## src/hdl/ckg_consts.svh

```systemverilog
// constants of the clock generator: offsets, fields, reset values, timing
`ifndef CKG_CONSTS_SVH
`define CKG_CONSTS_SVH

`define CKG_SYS_MHZ 125
`define CKG_SYS_KHZ 125000
`define CKG_LS_KHZ 240
`define CKG_LS_DIV ((`CKG_SYS_KHZ + `CKG_LS_KHZ / 2) / `CKG_LS_KHZ)
`define CKG_VSTAB_US 3700
`define CKG_VSTAB_CYC (`CKG_VSTAB_US * `CKG_SYS_MHZ)

`define CKG_ADR_IOSC 3'h0
`define CKG_ADR_PINCTL 3'h1
`define CKG_ADR_MAINCTL 3'h2
`define CKG_ADR_CLKMODE 3'h3
`define CKG_ADR_CPUDIV 3'h4
`define CKG_ADR_STABSTAT 3'h5
`define CKG_ADR_STABSEL 3'h6
`define CKG_ADR_PORT 3'h7

`define CKG_BIT_IHS_STOP 0
`define CKG_BIT_ILS_STOP 1
`define CKG_BIT_IHS_RUN 7
`define CKG_BIT_PIN_EN 0
`define CKG_BIT_EXT_SEL 1
`define CKG_BIT_HALT 7
`define CKG_BIT_MCLK_REQ 0
`define CKG_BIT_MCLK_EFF 1

`define CKG_RST_HALT 1'b1
`define CKG_RST_CPUDIV 3'h1
`define CKG_MAX_CPUDIV 3'h4
`define CKG_RST_STABSEL 3'h5
`define CKG_RST_STABSTAT 5'h00

`endif

```

## src/hdl/ckg_pkg.sv

```systemverilog
// types of the clock generator top module ckg_top
package ckg_pkg;

	typedef enum logic [1:0] {
		CKG_POR_HOLD = 2'h0,
		CKG_VOLT_WAIT = 2'h1,
		CKG_RUN = 2'h3
	} ckg_rst_state_type;

	typedef struct packed {
		ckg_rst_state_type st;
		logic [19:0] vcnt;
		logic opt_caught;
		logic opt_ls_stoppable;
		logic opt_wdt_en;
		logic opt_lv_start;
		logic ihs_stop;
		logic ils_stop;
		logic pin_en;
		logic ext_sel;
		logic halt;
		logic mclk_req;
		logic mclk_eff;
		logic [2:0] div_sel;
		logic [2:0] div_eff;
		logic [3:0] pre_cnt;
		logic [2:0] stab_sel;
		logic standby;
		logic stop_wait;
		logic [9:0] ls_cnt;
		logic xtal_prev;
		logic cpu_clk_en;
		logic periph_clk_en;
		logic wdt_clk_en;
		logic tmh1_clk_en;
		logic cpu_run;
		logic xtal_amp_en;
		logic [7:0] rd_data;
	} ckg_top_state_type;

endpackage

```

## src/hdl/ckg_top.sv

```systemverilog
// clock generator: oscillator control, start-up sequencing and cpu prescaler
// What this block does
// - high-speed oscillator runs after reset, software-stoppable
// - low-speed clock feeds only watchdog and H1
// - option strap decides if low-speed is stoppable
// - low-speed starts at reset, clocks enabled watchdog
// - cpu clock is prescaled main system clock
// - cpu boots on high-speed internal, no crystal wait
// - reset held until supply passes chosen threshold
// - cpu start waits supply stabilization time
// - early high threshold still gets remaining wait
// - poll status on internal; auto wait on crystal
// - unused clocks stoppable; stop halts both high-speed
// - clock pins are input ports after reset
// - ext select 0, pin enable 1: oscillation
// - clearing halt bit starts the crystal
// - status steps set in order, cleared by halt
// - reset loads longest stabilization selection
// - both bits 1: external clock input mode
// - setting halt bit stops crystal or input
//
// Design decisions made here: the address-and-strobe port and the address map.
`timescale 1ns/1ps
`include "ckg_consts.svh"
module ckg_top #(
	parameter int VSTAB_CYC = `CKG_VSTAB_CYC
) (
	input wire logic sys_clk,
	input wire logic rst_b,
	input wire logic [2:0] reg_addr,
	input wire logic [7:0] reg_wdata,
	input wire logic reg_wr,
	input wire logic reg_rd,
	output logic [7:0] reg_rdata,
	input wire logic crystal_pin_a,
	input wire logic crystal_pin_b,
	input wire logic supply_low_ok,
	input wire logic supply_high_ok,
	input wire logic opt_ls_stoppable,
	input wire logic opt_wdt_en,
	input wire logic lowvolt_default_start,
	input wire logic stop_req,
	input wire logic standby_exit,
	output logic cpu_clk_en,
	output logic periph_clk_en,
	output logic wdt_clk_en,
	output logic tmh1_clk_en,
	output logic cpu_run,
	output logic xtal_amp_en
);
	ckg_pkg::ckg_top_state_type s_q;
	ckg_pkg::ckg_top_state_type s_d;

	logic [3:0] pins_sync;
	logic [4:0] stab_status;
	logic stab_done;
	logic xtal_on;
	logic xtal_tick;
	logic xtal_ready;
	logic ihs_on;
	logic ls_on;
	logic main_tick;
	logic [3:0] pre_mask;
	logic pre_wrap;
	logic new_ready;
	logic xtal_level;

	ckg_sync3 #(
		.WIDTH(4)
	) u_sync (
		.sys_clk(sys_clk),
		.rst_b(rst_b),
		.pin_in({supply_high_ok, supply_low_ok, crystal_pin_b, crystal_pin_a}),
		.pin_out(pins_sync)
	);

	ckg_stab_cnt u_stab (
		.sys_clk(sys_clk),
		.rst_b(rst_b),
		.tick(xtal_tick && !s_q.ext_sel),
		.clear(!xtal_on),
		.sel(s_q.stab_sel),
		.status(stab_status),
		.done(stab_done)
	);

	always_comb begin
		// crystal runs only with pins enabled, halt cleared and no standby
		xtal_on = s_q.pin_en && !s_q.halt && !s_q.standby
			&& (s_q.st == ckg_pkg::CKG_RUN);
		// external mode takes the clock on pin b, pin a stays a port
		xtal_level = s_q.ext_sel ? pins_sync[1] : pins_sync[0];
		xtal_tick = xtal_on && xtal_level && !s_q.xtal_prev;
		xtal_ready = xtal_on && (s_q.ext_sel || stab_done);
		ihs_on = !s_q.ihs_stop && !s_q.standby && (s_q.st == ckg_pkg::CKG_RUN);
		ls_on = !(s_q.ils_stop && s_q.opt_ls_stoppable)
			&& (s_q.st == ckg_pkg::CKG_RUN);
		// low-speed clock never enters this mux
		main_tick = s_q.mclk_eff ? xtal_tick : ihs_on;
		pre_mask = 4'hF >> (3'h4 - s_q.div_eff);
		pre_wrap = main_tick && ((s_q.pre_cnt & pre_mask) == pre_mask);
		new_ready = s_q.mclk_req ? xtal_ready : !s_q.ihs_stop;
	end

	always_comb begin
		s_d = s_q;
		s_d.cpu_clk_en = 1'b0;
		s_d.periph_clk_en = 1'b0;
		s_d.wdt_clk_en = 1'b0;
		s_d.tmh1_clk_en = 1'b0;
		s_d.rd_data = 8'h00;
		s_d.xtal_prev = xtal_level;

		// straps sampled once, after reset release
		if (!s_q.opt_caught) begin
			s_d.opt_caught = 1'b1;
			s_d.opt_ls_stoppable = opt_ls_stoppable;
			s_d.opt_wdt_en = opt_wdt_en;
			s_d.opt_lv_start = lowvolt_default_start;
		end

		// power-up sequencing; analog thresholds arrive as comparator pins
		case (s_q.st)
			ckg_pkg::CKG_POR_HOLD: begin
				s_d.vcnt = 20'h00000;
				// a supply dip is a reset too, so controls fall back to reset values
				s_d.ihs_stop = 1'b0;
				s_d.ils_stop = 1'b0;
				s_d.pin_en = 1'b0;
				s_d.ext_sel = 1'b0;
				s_d.halt = `CKG_RST_HALT;
				s_d.mclk_req = 1'b0;
				s_d.mclk_eff = 1'b0;
				s_d.div_sel = `CKG_RST_CPUDIV;
				s_d.div_eff = `CKG_RST_CPUDIV;
				s_d.pre_cnt = 4'h0;
				s_d.stab_sel = `CKG_RST_STABSEL;
				s_d.standby = 1'b0;
				s_d.stop_wait = 1'b0;
				s_d.ls_cnt = 10'h000;
				if (pins_sync[2] && s_q.opt_caught) begin
					s_d.st = ckg_pkg::CKG_VOLT_WAIT;
				end
			end
			ckg_pkg::CKG_VOLT_WAIT: begin
				if (s_q.vcnt < VSTAB_CYC[19:0]) begin
					s_d.vcnt = s_q.vcnt + 20'h00001;
				end
				// with the high-level option, the full wait still runs out
				if (!pins_sync[2]) begin
					s_d.st = ckg_pkg::CKG_POR_HOLD;
				end else if ((s_q.vcnt >= VSTAB_CYC[19:0])
					&& (!s_q.opt_lv_start || pins_sync[3])) begin
					s_d.st = ckg_pkg::CKG_RUN;
				end
			end
			ckg_pkg::CKG_RUN: begin
				if (!pins_sync[2]) begin
					s_d.st = ckg_pkg::CKG_POR_HOLD;
				end
			end
			default: begin
				s_d.st = ckg_pkg::CKG_POR_HOLD;
			end
		endcase
		s_d.cpu_run = (s_d.st == ckg_pkg::CKG_RUN);

		// low-speed divider for watchdog and timer H1
		if (ls_on) begin
			if (s_q.ls_cnt == 10'(`CKG_LS_DIV - 1)) begin
				s_d.ls_cnt = 10'h000;
				s_d.tmh1_clk_en = 1'b1;
				s_d.wdt_clk_en = s_q.opt_wdt_en;
			end else begin
				s_d.ls_cnt = s_q.ls_cnt + 10'h001;
			end
		end

		// standby entry halts both high-speed clocks
		if (stop_req && s_q.cpu_run) begin
			s_d.standby = 1'b1;
		end else if (standby_exit && s_q.standby) begin
			s_d.standby = 1'b0;
			// on crystal the cpu waits the selected time by itself
			s_d.stop_wait = s_q.mclk_eff;
		end
		// external clock is ready at once, so the wait clears one cycle after exit; a main tick in that cycle gives no cpu tick
		if (s_q.stop_wait && xtal_ready) begin
			s_d.stop_wait = 1'b0;
		end

		// prescaler; source and ratio change only at a period boundary
		if (main_tick) begin
			s_d.periph_clk_en = 1'b1;
			s_d.pre_cnt = s_q.pre_cnt + 4'h1;
		end
		if (pre_wrap) begin
			s_d.pre_cnt = 4'h0;
			s_d.cpu_clk_en = !s_q.stop_wait && !s_q.standby;
			s_d.div_eff = s_q.div_sel;
			if ((s_q.mclk_req != s_q.mclk_eff) && new_ready) begin
				s_d.mclk_eff = s_q.mclk_req;
			end
		end
		s_d.xtal_amp_en = xtal_on && !s_q.ext_sel && s_d.cpu_run;

		// register writes
		if (reg_wr) begin
			case (reg_addr)
				`CKG_ADR_IOSC: begin
					// a clock feeding the cpu cannot be stopped
					if (s_q.mclk_eff || !reg_wdata[`CKG_BIT_IHS_STOP]) begin
						s_d.ihs_stop = reg_wdata[`CKG_BIT_IHS_STOP];
					end
					s_d.ils_stop = reg_wdata[`CKG_BIT_ILS_STOP];
				end
				`CKG_ADR_PINCTL: begin
					// pin mode is frozen while the crystal runs
					if (!xtal_on) begin
						s_d.pin_en = reg_wdata[`CKG_BIT_PIN_EN];
						s_d.ext_sel = reg_wdata[`CKG_BIT_EXT_SEL];
					end
				end
				`CKG_ADR_MAINCTL: begin
					if (!s_q.mclk_eff || !reg_wdata[`CKG_BIT_HALT]) begin
						s_d.halt = reg_wdata[`CKG_BIT_HALT];
					end
				end
				`CKG_ADR_CLKMODE: begin
					s_d.mclk_req = reg_wdata[`CKG_BIT_MCLK_REQ];
				end
				`CKG_ADR_CPUDIV: begin
					if (reg_wdata[2:0] <= `CKG_MAX_CPUDIV) begin
						s_d.div_sel = reg_wdata[2:0];
					end
				end
				`CKG_ADR_STABSEL: begin
					s_d.stab_sel = reg_wdata[2:0];
				end
				default: begin
				end
			endcase
		end

		// register reads, data valid the cycle after the strobe
		if (reg_rd) begin
			case (reg_addr)
				`CKG_ADR_IOSC: begin
					s_d.rd_data[`CKG_BIT_IHS_STOP] = s_q.ihs_stop;
					s_d.rd_data[`CKG_BIT_ILS_STOP] = s_q.ils_stop;
					s_d.rd_data[`CKG_BIT_IHS_RUN] = ihs_on;
				end
				`CKG_ADR_PINCTL: begin
					s_d.rd_data[`CKG_BIT_PIN_EN] = s_q.pin_en;
					s_d.rd_data[`CKG_BIT_EXT_SEL] = s_q.ext_sel;
				end
				`CKG_ADR_MAINCTL: begin
					s_d.rd_data[`CKG_BIT_HALT] = s_q.halt;
				end
				`CKG_ADR_CLKMODE: begin
					s_d.rd_data[`CKG_BIT_MCLK_REQ] = s_q.mclk_req;
					s_d.rd_data[`CKG_BIT_MCLK_EFF] = s_q.mclk_eff;
				end
				`CKG_ADR_CPUDIV: begin
					s_d.rd_data[2:0] = s_q.div_sel;
				end
				`CKG_ADR_STABSTAT: begin
					s_d.rd_data[4:0] = stab_status;
				end
				`CKG_ADR_STABSEL: begin
					s_d.rd_data[2:0] = s_q.stab_sel;
				end
				`CKG_ADR_PORT: begin
					// pin a is a port unless oscillating; pin b only when unused
					s_d.rd_data[0] = (s_q.pin_en && !s_q.ext_sel) ? 1'b0 : pins_sync[0];
					s_d.rd_data[1] = s_q.pin_en ? 1'b0 : pins_sync[1];
				end
				default: begin
				end
			endcase
		end
	end

	always_ff @(posedge sys_clk or negedge rst_b) begin
		if (!rst_b) begin
			s_q <= '0;
			s_q.st <= ckg_pkg::CKG_POR_HOLD;
			s_q.halt <= `CKG_RST_HALT;
			s_q.div_sel <= `CKG_RST_CPUDIV;
			s_q.div_eff <= `CKG_RST_CPUDIV;
			s_q.stab_sel <= `CKG_RST_STABSEL;
		end else begin
			s_q <= s_d;
		end
	end

	assign reg_rdata = s_q.rd_data;
	assign cpu_clk_en = s_q.cpu_clk_en;
	assign periph_clk_en = s_q.periph_clk_en;
	assign wdt_clk_en = s_q.wdt_clk_en;
	assign tmh1_clk_en = s_q.tmh1_clk_en;
	assign cpu_run = s_q.cpu_run;
	assign xtal_amp_en = s_q.xtal_amp_en;
endmodule

```

## src/hdl/ckg_sync3.sv

```systemverilog
// three-flop pin synchroniser, output moves when the last two flops agree
`timescale 1ns/1ps
module ckg_sync3 #(
	parameter int WIDTH = 1
) (
	input wire logic sys_clk,
	input wire logic rst_b,
	input wire logic [WIDTH-1:0] pin_in,
	output logic [WIDTH-1:0] pin_out
);
	typedef struct packed {
		logic [WIDTH-1:0] f1;
		logic [WIDTH-1:0] f2;
		logic [WIDTH-1:0] f3;
		logic [WIDTH-1:0] out;
	} ckg_sync_state_type;

	ckg_sync_state_type s_q;
	ckg_sync_state_type s_d;
	logic [WIDTH-1:0] agree;

	genvar i;
	generate
		for (i = 0; i < WIDTH; i++) begin : g_bit
			// f1 feeds only f2; the filter looks at f2 and f3
			assign agree[i] = (s_q.f2[i] == s_q.f3[i]);
		end
	endgenerate

	always_comb begin
		s_d = s_q;
		s_d.f1 = pin_in;
		s_d.f2 = s_q.f1;
		s_d.f3 = s_q.f2;
		s_d.out = (s_q.out & ~agree) | (s_q.f3 & agree);
	end

	always_ff @(posedge sys_clk or negedge rst_b) begin
		if (!rst_b) begin
			s_q <= '0;
		end else begin
			s_q <= s_d;
		end
	end

	assign pin_out = s_q.out;
endmodule

```

## src/hdl/ckg_stab_cnt.sv

```systemverilog
// crystal stabilization counter with its five status steps
`timescale 1ns/1ps
`include "ckg_consts.svh"
module ckg_stab_cnt (
	input wire logic sys_clk,
	input wire logic rst_b,
	input wire logic tick,
	input wire logic clear,
	input wire logic [2:0] sel,
	output logic [4:0] status,
	output logic done
);
	typedef struct packed {
		logic [16:0] cnt;
		logic [4:0] status;
		logic done;
	} ckg_stab_state_type;

	ckg_stab_state_type s_q;
	ckg_stab_state_type s_d;
	logic [4:0] reached;
	logic [16:0] limit;

	// status bit 4 is the shortest step, bit 0 the longest
	function automatic logic [4:0] step_exp(input int idx);
		case (idx)
			4: step_exp = 5'h0B;
			3: step_exp = 5'h0D;
			2: step_exp = 5'h0E;
			1: step_exp = 5'h0F;
			default: step_exp = 5'h10;
		endcase
	endfunction

	// prohibited selections behave as the longest wait
	always_comb begin
		case (sel)
			3'h1: limit = 17'h00800;
			3'h2: limit = 17'h02000;
			3'h3: limit = 17'h04000;
			3'h4: limit = 17'h08000;
			default: limit = 17'h10000;
		endcase
	end

	genvar i;
	generate
		for (i = 0; i < 5; i++) begin : g_step
			assign reached[i] = (s_q.cnt >= (17'h00001 << step_exp(i)));
		end
	endgenerate

	always_comb begin
		s_d = s_q;
		if (clear) begin
			s_d = '0;
		end else begin
			if (tick && (s_q.cnt < limit)) begin
				s_d.cnt = s_q.cnt + 17'h00001;
			end
			// counter stops at the selected wait, so status never passes it
			s_d.status = s_q.status | reached;
			s_d.done = (s_q.cnt >= limit);
		end
	end

	always_ff @(posedge sys_clk or negedge rst_b) begin
		if (!rst_b) begin
			s_q <= '0;
		end else begin
			s_q <= s_d;
		end
	end

	assign status = s_q.status;
	assign done = s_q.done;
endmodule

```

## config.mk

```make
export PLATFORM = sky130hd
export DESIGN_NAME = ckg_top
export DESIGN_NICKNAME = d
export VERILOG_FILES = /design/src/hdl/ckg_pkg.sv /design/src/hdl/ckg_top.sv /design/src/hdl/ckg_sync3.sv /design/src/hdl/ckg_stab_cnt.sv
export VERILOG_INCLUDE_DIRS = /design/src /design/src/hdl
export SDC_FILE = /design/constraint.sdc
export NUM_CORES = 1
export LEC_CHECK = 0
export ABC_CLOCK_PERIOD_IN_PS = 6100
export BUFFER_PORTS_ARGS = -buffer_cell sky130_fd_sc_hd__clkbuf_2
export CORE_AREA = 2 2 118 97
export DETAILED_ROUTE_END_ITERATION = 6
export DIE_AREA = 0 0 120 99
export PLACE_DENSITY = 0.7
export SLEW_MARGIN = 40
export SYNTH_ARGS = -nofsm -noshare
export SYNTH_HDL_FRONTEND = slang
export SYNTH_SLANG_ARGS = --single-unit
```

## constraint.sdc

```tcl
create_clock -name sys_clk -period 6.1 [get_ports sys_clk]
set_clock_uncertainty 0.1 [all_clocks]
set_input_delay 1.22 -clock sys_clk [delete_from_list [all_inputs] [get_ports sys_clk]]
set_output_delay 1.22 -clock sys_clk [all_outputs]
set_load 0.05 [all_outputs]
```

* After elaboration in Yosys (flattened, before gate mapping) *
Index checks and enable logic that the tools add are counted.

word-level totals
  register bits after elaboration = 110
  bits of input ports = 24
  word-level logic and storage cells = 175

cells by class
  add/subtract/negate cells = 5
  $lt $le $gt $ge = 10
  equality and inequality tests = 23
  shift-type cells = 1
  mux-type cells = 49
  bitwise operators = 6
  reductions and logical operators = 46

operators with widths
  operator               count
  $pmux 17 s4            1
  $pmux 20 s2            1
  $mux 32                1
  $logic_and 1x1->1      23
  $mux 23                1
  $mux 2                 11
  $add 20x1->20 const B  1
  $ge 20x19->1 const B   1
  $lt 20x19->1 const B   1
  $mux 10                2
  $mux 20                1
  $add 17x1->17 const B  1
  $ge 17x12->1 const B   1
  $ge 17x14->1 const B   1
  $ge 17x15->1 const B   1
  $ge 17x16->1 const B   1
  $ge 17x17->1           1
  $ge 17x17->1 const B   1
  $lt 17x17->1           1
  $mux 1                 17
  $mux 17                1
  $eq 3x3->1 const B     5
  $mux 3                 5
  $pmux 2 s7             1
  other kinds (33)       59

* Longest topological paths before layout *
Gate-level depths: netlist (run 1).

  depth after elaboration = 10
  gate-level depth with buffers = 9
  mapped depth without buffers = 8

* Modules after synthesis *
A second synthesis (run 1) with hierarchy kept.

second synthesis, totals
  cells, all modules = 554
  area, all modules = 5565.3 um^2

by module, submodules not included
  module        times used  cells each  area an instance (um^2)  seq. area each (um^2)
  ckg_top       1           376         3649.8                   1783.0
  ckg_stab_cnt  1           154         1440.1                   575.6
  ckg_sync3     1           24          475.5                    400.4

* Least setup slack after synthesis (run 1) *
No wires, ideal clock.

  path kind = flip-flop to flip-flop
  start point = register s_q[29] in the netlist's numbering
  end point = register u_stab.s_q[22] in the netlist's numbering
  setup time = 78 ps
  arrival = 2378 ps
  required time = 5922 ps
  path slack = 3544 ps
  cell stages (with the launch flop) = 8
  buffers on the path = 0
  cell sequence = dfstp_2 or3b_2 ha_1 a211oi_1 o22ai_1 or3_1 or4_1 a21oi_1

between the ends
  longest elaborated chain between the ends = 5

ends and longest elaborated chain
  what                                      line                text
  from (decl)                               ckg_top.sv:51       ckg_pkg::ckg_top_state_type s_q;
  $eq 3x3->1, or another cell as far along  ckg_stab_cnt.sv:37  case (sel)
  $pmux 17 s4 *                             ckg_stab_cnt.sv:37
  $lt 17x17->1 *                            ckg_stab_cnt.sv:58  if (tick && (s_q.cnt < limit)) begin
  $logic_and 1x1->1 *                       ckg_stab_cnt.sv:58
  $ne 2x1->1 (no line) *                    n/a
  to (signal assigned)                      ckg_stab_cnt.sv:69  s_q <= '0;
  to (signal assigned)                      ckg_stab_cnt.sv:71  s_q <= s_d;
  to (decl)                                 ckg_stab_cnt.sv:19  ckg_stab_state_type s_q;

Mark *: on every way between the ends. The rest lies on a longest branch, timed or not.
A chain may end at the register's enable or synchronous reset.

* Worst setup path in the final report (run 1) *
  start point = register s_q[28] in the netlist's numbering
  end point = register u_stab.s_q[22] in the netlist's numbering

The elaborated chain is that of the path after synthesis.

==> flow_summary_export.csv, run 1 <==
group,metric,value,unit
run_status,outcome,"finished, final reports clean",
cts,cts_tree,"yes",
floorplanning,die_y,99,µm
power,power,1.45,mW
synthesis,synth_top_area_share,47.9,%
power,internal_power,1.10,mW
cells_and_area,fin_nets,617,
placed_design,dp_hpwl,7.82,mm
cts,clockBufferDepth,2,
routing,viasPerCell,5.63,
sta,finalSetupViolations,0,
grt,grt_pass1_wl,19.1,mm
floorplanning,die_x,120,µm
power,p_per_area,241,nW/µm²
synthesis,async_flop_share,100,%
synthesis,syn_area,5480,µm²
synthesis,ys.flop_type,"dfrtp_1",
cells_and_area,antennaDiodeCount,0,
critical_path,end_kind,"flip-flop",
floorplanning,core_area,10700,µm²
sta,worstMarginPinSlew,0.706,ns
grt,antenna_found_initial,0,
critical_path,start_kind,"flip-flop",
floorplanning,boundaryPins,38,
routing,wl,11.3,mm
power,pwr-share-seq,52.4,%
run,maxCapViolations,0,
power,clkPwrFrac,41.5,%
cts,h-tree-depth,3,
placed_design,place_congestion,0.832,
critical_path,critPathKind,"flip-flop to flip-flop",
power,p_leak,2.51,nW
synthesis,synth_warnings,0,
cts,cts.reportedPaths.clkPinSlew,0.07,ns
critical_path,reg2reg_depth,7,
power,swShare,23.9,%
critical_path,r2r_slack,3.17,ns
synthesis,synth_edf_count,0,
cts,cts.sinks,110,
sta,rsz0062_at_grt,"false",
power,p_switching,346,µW
critical_path,worstPathArrival,3.10,ns
sta,finalCritPeriodShare,48.1,%
routing,ant_nets,0,
critical_path,crit_end,"u_stab.s_q[22]$_DFFE_PN0P_",
synthesis,ys_types,66,
routing,drt_iter0_drc,365,
cts,holdBufCountCts,0,
cells_and_area,syn2layout_area_growth,9.86,%
critical_path,cp_max_fo,15,
floorplanning,die_area,11900,µm²
routing,wl_per_cell,15.5,µm
synthesis,avgSynthCellArea,9.83,µm²
grt,grt-ovfl-total,0,
placed_design,dp_cells,711,
critical_path,r2r-start,"s_q[28]$_DFF_PN0_",
placed_design,io_buffers,31,
cells_and_area,fin_cells,727,
cts,cts_resized,0,
critical_path,worstSetupStartpoint,"s_q[28]$_DFF_PN0_",
floorplanning,start_util,51.4,%
floorplanning,num_rows,34,
critical_path,reg2reg_to,"u_stab.s_q[22]$_DFFE_PN0P_",
sta,fmax,0.341,GHz
routing,dr.pass1.iters,5,
cts,root_buffer,"clkbuf_16",
grt,track_usage,20.1,%
grt,grt_pass1_vias,3939,
cells_and_area,layout-drive-gt1-share,14.4,%
synthesis,syn_inst,558,
synthesis,yosys.area.top_type,"dfrtp_1",
grt,grt_max_degree,58,
cts,clk_latency,0.35,ns
synthesis,ys_seq_elements,110,
critical_path,required,6.27,ns
synthesis,yosysSeqAreaShare,50.3,%
sta,slew_headroom,52.9,%
cts,post_cts_buffers,0,
power,ir_worst_vdd,136,µV
synthesis,synthTopCellsByArea,"dfrtp_1 48%, nor2_1 4.3%, xnor2_1 4.3%",
sta,fin_crit,2.93,ns
sta,fin_setup_tns,0,ns
routing,num_vias,4091,
sta,hold_viol_final,0,
routing,drc,0,
min_path,holdCritPathClass,"flip-flop to flip-flop",
sta,finalMaxSlewViolations,0,
cts,cts_buffers,9,
power,combPwrFrac,6.1,%
==> cell usage in the layout (no fill, tap or decap), types with 4 or more instances in the layout <==
master / n
nor3_1: 18
maj3_1: 4
and3_1: 8
inv_1: 27
nor4_1: 14
or2_2: 4
clkbuf_2: 30
nand3_1: 26
nor3b_1: 7
nand2b_1: 5
ha_1: 15
xnor2_1: 27
nor2b_1: 5
dfrtp_1: 105
nand2_1: 45
nand3b_1: 4
nand4_1: 9
and2_1: 8
a211oi_1: 7
dfstp_2: 5
a21oi_1: 19
nor2_1: 63
a31o_2: 7
clkbuf_16: 9
or3_1: 6
mux2_2: 4
a31oi_1: 5
o21ai_0: 26
mux2i_1: 6
==> metal layers <==
layer  part of all wire [%]  track usage [%]
met2                     44             30.6
met3                    5.0             4.63
met1                     49             29.2
met4                    1.1             5.16
met5                      0                0
==> area by class of cell <==
cell class | count | area [µm²]
Clock buffer | 10 | 239
Clock inverter | 6 | 68.8
Fill cell | 914 | 4650
Inverter | 28 | 105
Timing Repair Buffer | 33 | 173
Tap cell | 144 | 180
Multi-Input combinational cell | 396 | 2500
Sequential cell | 110 | 2760
==> synthesized netlist by cell type, types with 9 or more instances <==
| cell | number |
|---|---|
| inv_1 | 27 |
| nor2_1 | 63 |
| nand2_1 | 45 |
| nand4_1 | 9 |
| ha_1 | 15 |
| nand3_1 | 26 |
| buf_4 | 10 |
| nor3_1 | 18 |
| o21ai_0 | 26 |
| nor4_1 | 14 |
| dfrtp_1 | 105 |
| clkbuf_1 | 12 |
| a21oi_1 | 20 |
| xnor2_1 | 27 |
==> worst min-delay path by stage <==
stage	startpoint	to	slack, ns	cells past startpoint
after floorplan	u_sync.s_d[8]$_DFF_PN0_	u_sync.s_d[4]$_DFF_PN0_	0.23	0
after global placement	u_sync.s_d[11]$_DFF_PN0_	u_sync.s_d[7]$_DFF_PN0_	0.23	0
after detailed placement	u_sync.s_d[8]$_DFF_PN0_	u_sync.s_d[4]$_DFF_PN0_	0.23	0
after CTS	u_sync.s_d[8]$_DFF_PN0_	u_sync.s_d[4]$_DFF_PN0_	0.25	0
after global routing	u_sync.s_d[10]$_DFF_PN0_	u_sync.s_d[6]$_DFF_PN0_	0.27	0
final	u_sync.s_d[8]$_DFF_PN0_	u_sync.s_d[4]$_DFF_PN0_	0.25	0
==> kinds of logic after synthesis <==
kind of cell / share of synthesized area [%]
compound gates: 10.4
xor+xnor: 4.79
fa+ha+maj: 4.15
buf+inv: 4.36
flops: 50.3
mux: 2.33
other cells: 0.137
simple gates: 23.5
==> critical path, stage by stage, from the launching register on <==
cell and delay (ns):
dfrtp_1 0.44, or3b_2 0.47, ha_1 0.20, a211oi_1 0.29, o22ai_2 0.27, or3_1 0.45
or4_1 0.48, a21oi_1 0.16
==> metrics by stage <==
step	worst slack [ns]	area [µm²]	util (%)	hold slack [ns]
after floorplan	3.54	5490	-	0.231
after CTS	3.17	6020	56.4	0.250
after global routing	3.03	6020	56.4	0.269
after detailed placement	3.19	5710	53.5	0.235
final	3.17	6020	56.4	0.249
after global placement	3.17	5710	53.4	0.233
==> sequential cells by signal (all words and copies together) (netlist names), named ones only <==
signal	count
cpu_run	1
u_sync.s_q	4
u_sync.s_d	8
xtal_amp_en	1
tmh1_clk_en	1
periph_clk_en	1
u_stab.status	5
u_stab.done	1
wdt_clk_en	1
cpu_clk_en	1
s_q	59
u_stab.s_q	17
reg_rdata	6
==> power by group through the flow <==
stage	Clock, mW	Combinational [mW]	Sequential, mW
4_1_cts	0.617	0.0902	0.759
5_1_grt	0.648	0.0996	0.761
3_5_place_dp	0	0.0899	0.773
2_1_floorplan	0	0.0578	0.767
6_report	0.601	0.0888	0.759
3_3_place_gp	0	0.0870	0.772
Power figures use the tool's default switching activity.
==> inputs of run 2 (changes only) <==
Settings changed: ABC_CLOCK_PERIOD_IN_PS 6100 to 2900.
Clock period 6.1 ns to 2.9 ns, I/O delays scaled along.
==> run 2 against run 1 <==
  * Final cell count up 1.4%
  * Via count up 0.98%
  * Die area unchanged
  * Design area up 1.0%
  * Non-clock buffer count up 10
  * Worst hold slack worse by 0.093 ns
  * Fmax up 1.1%
  * Sequential cell count unchanged
  * Clock-buffer cell count down 1
  * First-iteration DRC count up 5.5%
  * Critical path type unchanged
  * Critical endpoint unchanged
  * Largest cell class unchanged
==> flow_summary_export.csv, run 2 (synthesized netlist as in run 1, its figures left out) <==
group,metric,value,unit
floorplanning,die_area,11900,µm²
grt,use_met2,31.4,%
cells_and_area,top_register,"s_q",
sta,hold_viol_final,0,
critical_path,cp_max_fo,7,
routing,wl_per_cell,15.4,µm
placed_design,io_buffers,31,
routing,drc,0,
critical_path,crit_buf_inv,0,
routing,ant_nets,0,
sta,finalCritPeriodShare,99.9,%
critical_path,required,3.08,ns
sta,slew_headroom,58.2,%
grt,grt_pass1_vias,4038,
run_status,outcome,"finished, final reports clean",
cells_and_area,antennaDiodeCount,0,
grt,grt_pass1_wl,19.6,mm
sta,fmax,0.345,GHz
power,power,3.02,mW
critical_path,critPathKind,"flip-flop to flip-flop",
critical_path,reg2reg_to,"u_stab.s_q[22]$_DFFE_PN0P_",
cts,root_buffer,"clkbuf_16",
cells_and_area,largest_reg_flops,59,
sta,hold_slack,0.157,ns
critical_path,crit_chain,"or3b_2, ha_1, a211oi_1, o22ai_2, or3_1, or4_1, a21oi_1",
cts,cts_buffers,9,
cts,cts_tree,"yes",
min_path,holdCritPathClass,"input port to asynchronous set/reset pin",
floorplanning,core_area,10700,µm²
critical_path,reg2reg_depth,7,
cells_and_area,layout-drive-gt1-share,15.7,%
routing,num_vias,4131,
sta,fin_crit,2.90,ns
placed_design,dp_cells,721,
grt,track_usage,20.5,%
critical_path,r2r_slack,0.001,ns
sta,worstMarginPinSlew,0.627,ns
grt,grt_max_degree,50,
floorplanning,num_rows,34,
cts,post_cts_buffers,0,
floorplanning,boundaryPins,38,
power,p_leak,2.55,nW
run,maxCapViolations,0,
power,ir_worst_vdd,285,µV
cells_and_area,final_core_util,57.0,%
floorplanning,die_x,120,µm
cells_and_area,fin_cells,737,
placed_design,dp_hpwl,7.93,mm
power,p_per_area,497,nW/µm²
grt,grt-ovfl-total,0,
cts,cts.sinks,110,
cts,clockBufferDepth,2,
cells_and_area,fin_nets,627,
critical_path,end_kind,"flip-flop",
cells_and_area,mostFrequentLayoutCell,"dfrtp_1",
critical_path,slowest_delay,0.47,ns
critical_path,r2r-start,"s_q[29]$_DFF_PN1_",
critical_path,worstPathArrival,3.08,ns
grt,top_usage_layer,"met2",
routing,wl,11.3,mm
cts,cts.reportedPaths.clkPinSlew,0.07,ns
grt,met1_usage,30.0,%
cts,h-tree-depth,3,
routing,dr.pass1.iters,7,
routing,drt_iter0_drc,385,
routing,viasPerCell,5.61,
critical_path,start_kind,"flip-flop",
sta,finalSetupViolations,0,
floorplanning,die_y,99,µm
grt,grt_use_met3,4.34,%
cts,clk_latency,0.35,ns
floorplanning,start_util,51.4,%
critical_path,worst_path_max_delay_cell,"or3b_2",
placed_design,place_congestion,0.804,
sta,finalMaxSlewViolations,0,
critical_path,critPathTopFamily,"simple AND/OR/NAND/NOR gates",
grt,antenna_found_initial,0,
critical_path,cp_num_cells,7,
cells_and_area,syn2layout_area_growth,11.0,%
cells_and_area,layout_common_cells,"105 x dfrtp_1, 63 x nor2_1, 45 x nand2_1",
run 2: changes by cell type in the layout (fill, tap and decap cells not counted), sizes merged:
cell / before / now
buf: 3 / 13
clkinvlp: 1 / 2
clkbuf: 40 / 39
run 2: how the worst max path moves through the flow:
stage	from	end
3_5_place_dp	s_q[29]$_DFF_PN1_	u_stab.s_q[22]$_DFFE_PN0P_
3_3_place_gp	s_q[29]$_DFF_PN1_	u_stab.s_q[22]$_DFFE_PN0P_
5_1_grt	s_q[29]$_DFF_PN1_	u_stab.s_q[22]$_DFFE_PN0P_
6_report	s_q[29]$_DFF_PN1_	u_stab.s_q[22]$_DFFE_PN0P_
4_1_cts	s_q[29]$_DFF_PN1_	u_stab.s_q[22]$_DFFE_PN0P_
2_1_floorplan	s_q[29]$_DFF_PN1_	u_stab.s_q[22]$_DFFE_PN0P_
run 2: routing by layer:
layer,share of wire (%),up-vias
li1,-,2011
met1,50,2015
met2,45,95
met3,4.4,10
met4,0.86,0
met5,0,-
run 2: cell type report:
type / count / area [µm²]
clock buffer: 9 / 225
clock inverter: 7 / 72.6
fill: 908 / 4590
inverter: 28 / 105
multi-input combinational: 396 / 2500
sequential: 110 / 2760
tap: 144 / 180
timing repair buffer: 43 / 248
run 2: stage by stage:
step	setup TNS, ns	setup slack (ns)	cell area [µm²]
4_1_cts	0	0.103	6080
3_3_place_gp	0	0.229	5780
6_report	0	0.00149	6090
2_1_floorplan	0	0.344	5490
3_5_place_dp	0	0.115	5780
5_1_grt	-0.0527	-0.0527	6090
run 2: what timing repair did:
action | CTS | global route
hold buffers | 0 | 0
gates resized for setup | 0 | 1
endpoints found under the setup margin | 0 | 1
run 2: power by group:
part,leakage (nW),internal (mW),switching [mW],total [mW]
Clock,0.142,0.671,0.560,1.23
Sequential,1.47,1.57,0.0293,1.60
Combinational,0.940,0.0620,0.133,0.195
==> inputs of run 3 (changes only) <==
Settings changed: MAX_ROUTING_LAYER set to met4, SLEW_MARGIN 40 to not set.
==> run 3 against run 2 <==
  * Critical path depth is the same
  * Wire length down 0.34%
  * Fmax increased by 0.24%
  * Final cell count unchanged
  * First-iteration DRC count shrank 11%
  * Critical endpoint unchanged
  * Sequential cell count is the same
  * Highest routed layer unchanged
  * Die area unchanged
  * Register-to-register slack about the same
==> flow_summary_export.csv, run 3 (synthesized netlist as in run 1, its figures left out) <==
group,metric,value,unit
run_status,outcome,"finished, final reports clean",
critical_path,worstPathArrival,3.07,ns
cells_and_area,fin_nets,627,
routing,dr.pass1.iters,6,
placed_design,place_congestion,0.815,
cts,h-tree-depth,3,
cells_and_area,layout-drive-gt1-share,15.7,%
cells_and_area,mostFrequentLayoutCell,"dfrtp_1",
grt,grt_pass1_vias,4036,
routing,drt_iter0_drc,341,
placed_design,dp_hpwl,7.93,mm
floorplanning,core_area,10700,µm²
floorplanning,die_area,11900,µm²
power,clkPwrFrac,40.8,%
power,internal_power,2.30,mW
cts,cts_tree,"yes",
critical_path,end_kind,"flip-flop",
power,combPwrFrac,6.4,%
routing,viasPerCell,5.59,
routing,wl_per_cell,15.3,µm
min_path,holdCritPathClass,"input port to asynchronous set/reset pin",
cts,post_cts_buffers,0,
cells_and_area,antennaDiodeCount,0,
cells_and_area,syn2layout_area_growth,11.0,%
sta,fmax,0.346,GHz
power,pwr-share-seq,52.8,%
sta,finalSetupViolations,0,
power,ir_worst_vdd,285,µV
critical_path,cp_max_fo,7,
grt,grt_max_degree,50,
sta,finalMaxSlewViolations,0,
grt,grt_pass1_wl,19.6,mm
placed_design,io_buffers,31,
floorplanning,die_x,120,µm
sta,fin_crit,2.89,ns
critical_path,required,3.08,ns
routing,drc,0,
routing,wl,11.3,mm
cts,clockBufferDepth,2,
cts,cts.sinks,110,
cells_and_area,final_cell_area,6090,µm²
routing,num_vias,4121,
cells_and_area,top_register,"s_q",
floorplanning,die_y,99,µm
power,p_switching,724,µW
cts,clk_latency,0.35,ns
cells_and_area,layout_common_cells,"105 x dfrtp_1, 63 x nor2_1, 45 x nand2_1",
critical_path,worst_path_max_delay_cell,"or3b_2",
routing,ant_nets,0,
power,p_leak,2.55,nW
grt,grt-ovfl-total,0,
run,maxCapViolations,0,
sta,finalCritPeriodShare,99.7,%
sta,hold_slack,0.155,ns
critical_path,start_kind,"flip-flop",
cells_and_area,fin_cells,737,
floorplanning,start_util,51.4,%
cells_and_area,largest_reg_flops,59,
sta,worstMarginPinSlew,0.626,ns
critical_path,critPathTopFamily,"simple AND/OR/NAND/NOR gates",
critical_path,crit_buf_inv,0,
power,swShare,23.9,%
placed_design,dpl-instance-area,5780,µm²
grt,antenna_found_initial,0,
grt,track_usage,21.2,%
sta,hold_viol_final,0,
sta,slew_headroom,58.3,%
placed_design,dp_cells,721,
power,p_per_area,497,nW/µm²
floorplanning,num_rows,34,
floorplanning,boundaryPins,38,
cts,cts_buffers,9,
critical_path,crit_chain,"or3b_2, ha_1, a211oi_1, o22ai_2, or3_1, or4_1, a21oi_1",
critical_path,slowest_delay,0.47,ns
cts,root_buffer,"clkbuf_16",
critical_path,critPathKind,"flip-flop to flip-flop",
cts,cts.reportedPaths.clkPinSlew,0.08,ns
## run 3: worst reg2reg max path, delay by kind of cell, from the launching register on
family | cells | cell delay, ns
adders and majority gates | 1 | 0.20
AOI/OAI and AO/OA | 3 | 0.75
and+or+nand+nor | 3 | 1.36
DFF | 1 | 0.41
## run 3: repair_timing
item | in CTS | in global routing
endpoints found under the setup margin | 0 | 1
hold buffers | 0 | 0
resized for setup | 0 | 1
## run 3: power groups by stage
stage | Sequential, mW | Clock [mW] | Combinational, mW
floorplan | 1.61 | 0 | 0.122
global route | 1.60 | 1.32 | 0.222
finish | 1.60 | 1.23 | 0.195
detailed placement | 1.62 | 0 | 0.196
global placement | 1.62 | 0 | 0.191
CTS | 1.60 | 1.26 | 0.198
## run 3: cell type report
cell class | instances | area (µm²)
Multi-Input combinational cell | 396 | 2500
Clock buffer | 9 | 225
Inverter | 28 | 105
Tap cell | 144 | 180
Fill cell | 908 | 4590
Timing Repair Buffer | 43 | 248
Clock inverter | 7 | 72.6
Sequential cell | 110 | 2760
## run 3: through the flow
step / utilization [%] / setup TNS (ns) / power, mW / setup WS [ns]
floorplan: - / 0 / 1.73 / 0.344
global placement: 54.1 / 0 / 1.81 / 0.229
detailed placement: 54.1 / 0 / 1.82 / 0.115
CTS: 56.9 / 0 / 3.06 / 0.103
global route: 57.0 / -0.0527 / 3.14 / -0.0527
finish: 57.0 / 0 / 3.02 / 0.00842
## run 3: worst paths after layout
check	slack, ns	to	startpoint	cells after the start
max in group asynchronous	1.82	s_q[34]$_DFFE_PN1P_	rst_b	2
worst max-delay path	0.008	u_stab.s_q[22]$_DFFE_PN0P_	s_q[29]$_DFF_PN1_	7
min in group sys_clk	0.23	u_sync.s_d[10]$_DFF_PN0_	supply_low_ok	1
worst min-delay path	0.16	u_sync.s_d[10]$_DFF_PN0_	rst_b	1
worst max register to register	0.008	u_stab.s_q[22]$_DFFE_PN0P_	s_q[29]$_DFF_PN1_	7
worst min register to register	0.25	u_sync.s_d[7]$_DFF_PN0_	u_sync.s_d[11]$_DFF_PN0_	0
## run 3: per-layer routing
| layer | vias up | track usage, % | routed length (µm) |
|---|---|---|---|
| met4 | 0 | 5.16 | 91 |
| li1 | 2010 | - | - |
| met1 | 2007 | 30.0 | 5630 |
| met3 | 10 | 4.34 | 490 |
| met2 | 94 | 31.4 | 5080 |
| met5 | - | - | 0 |
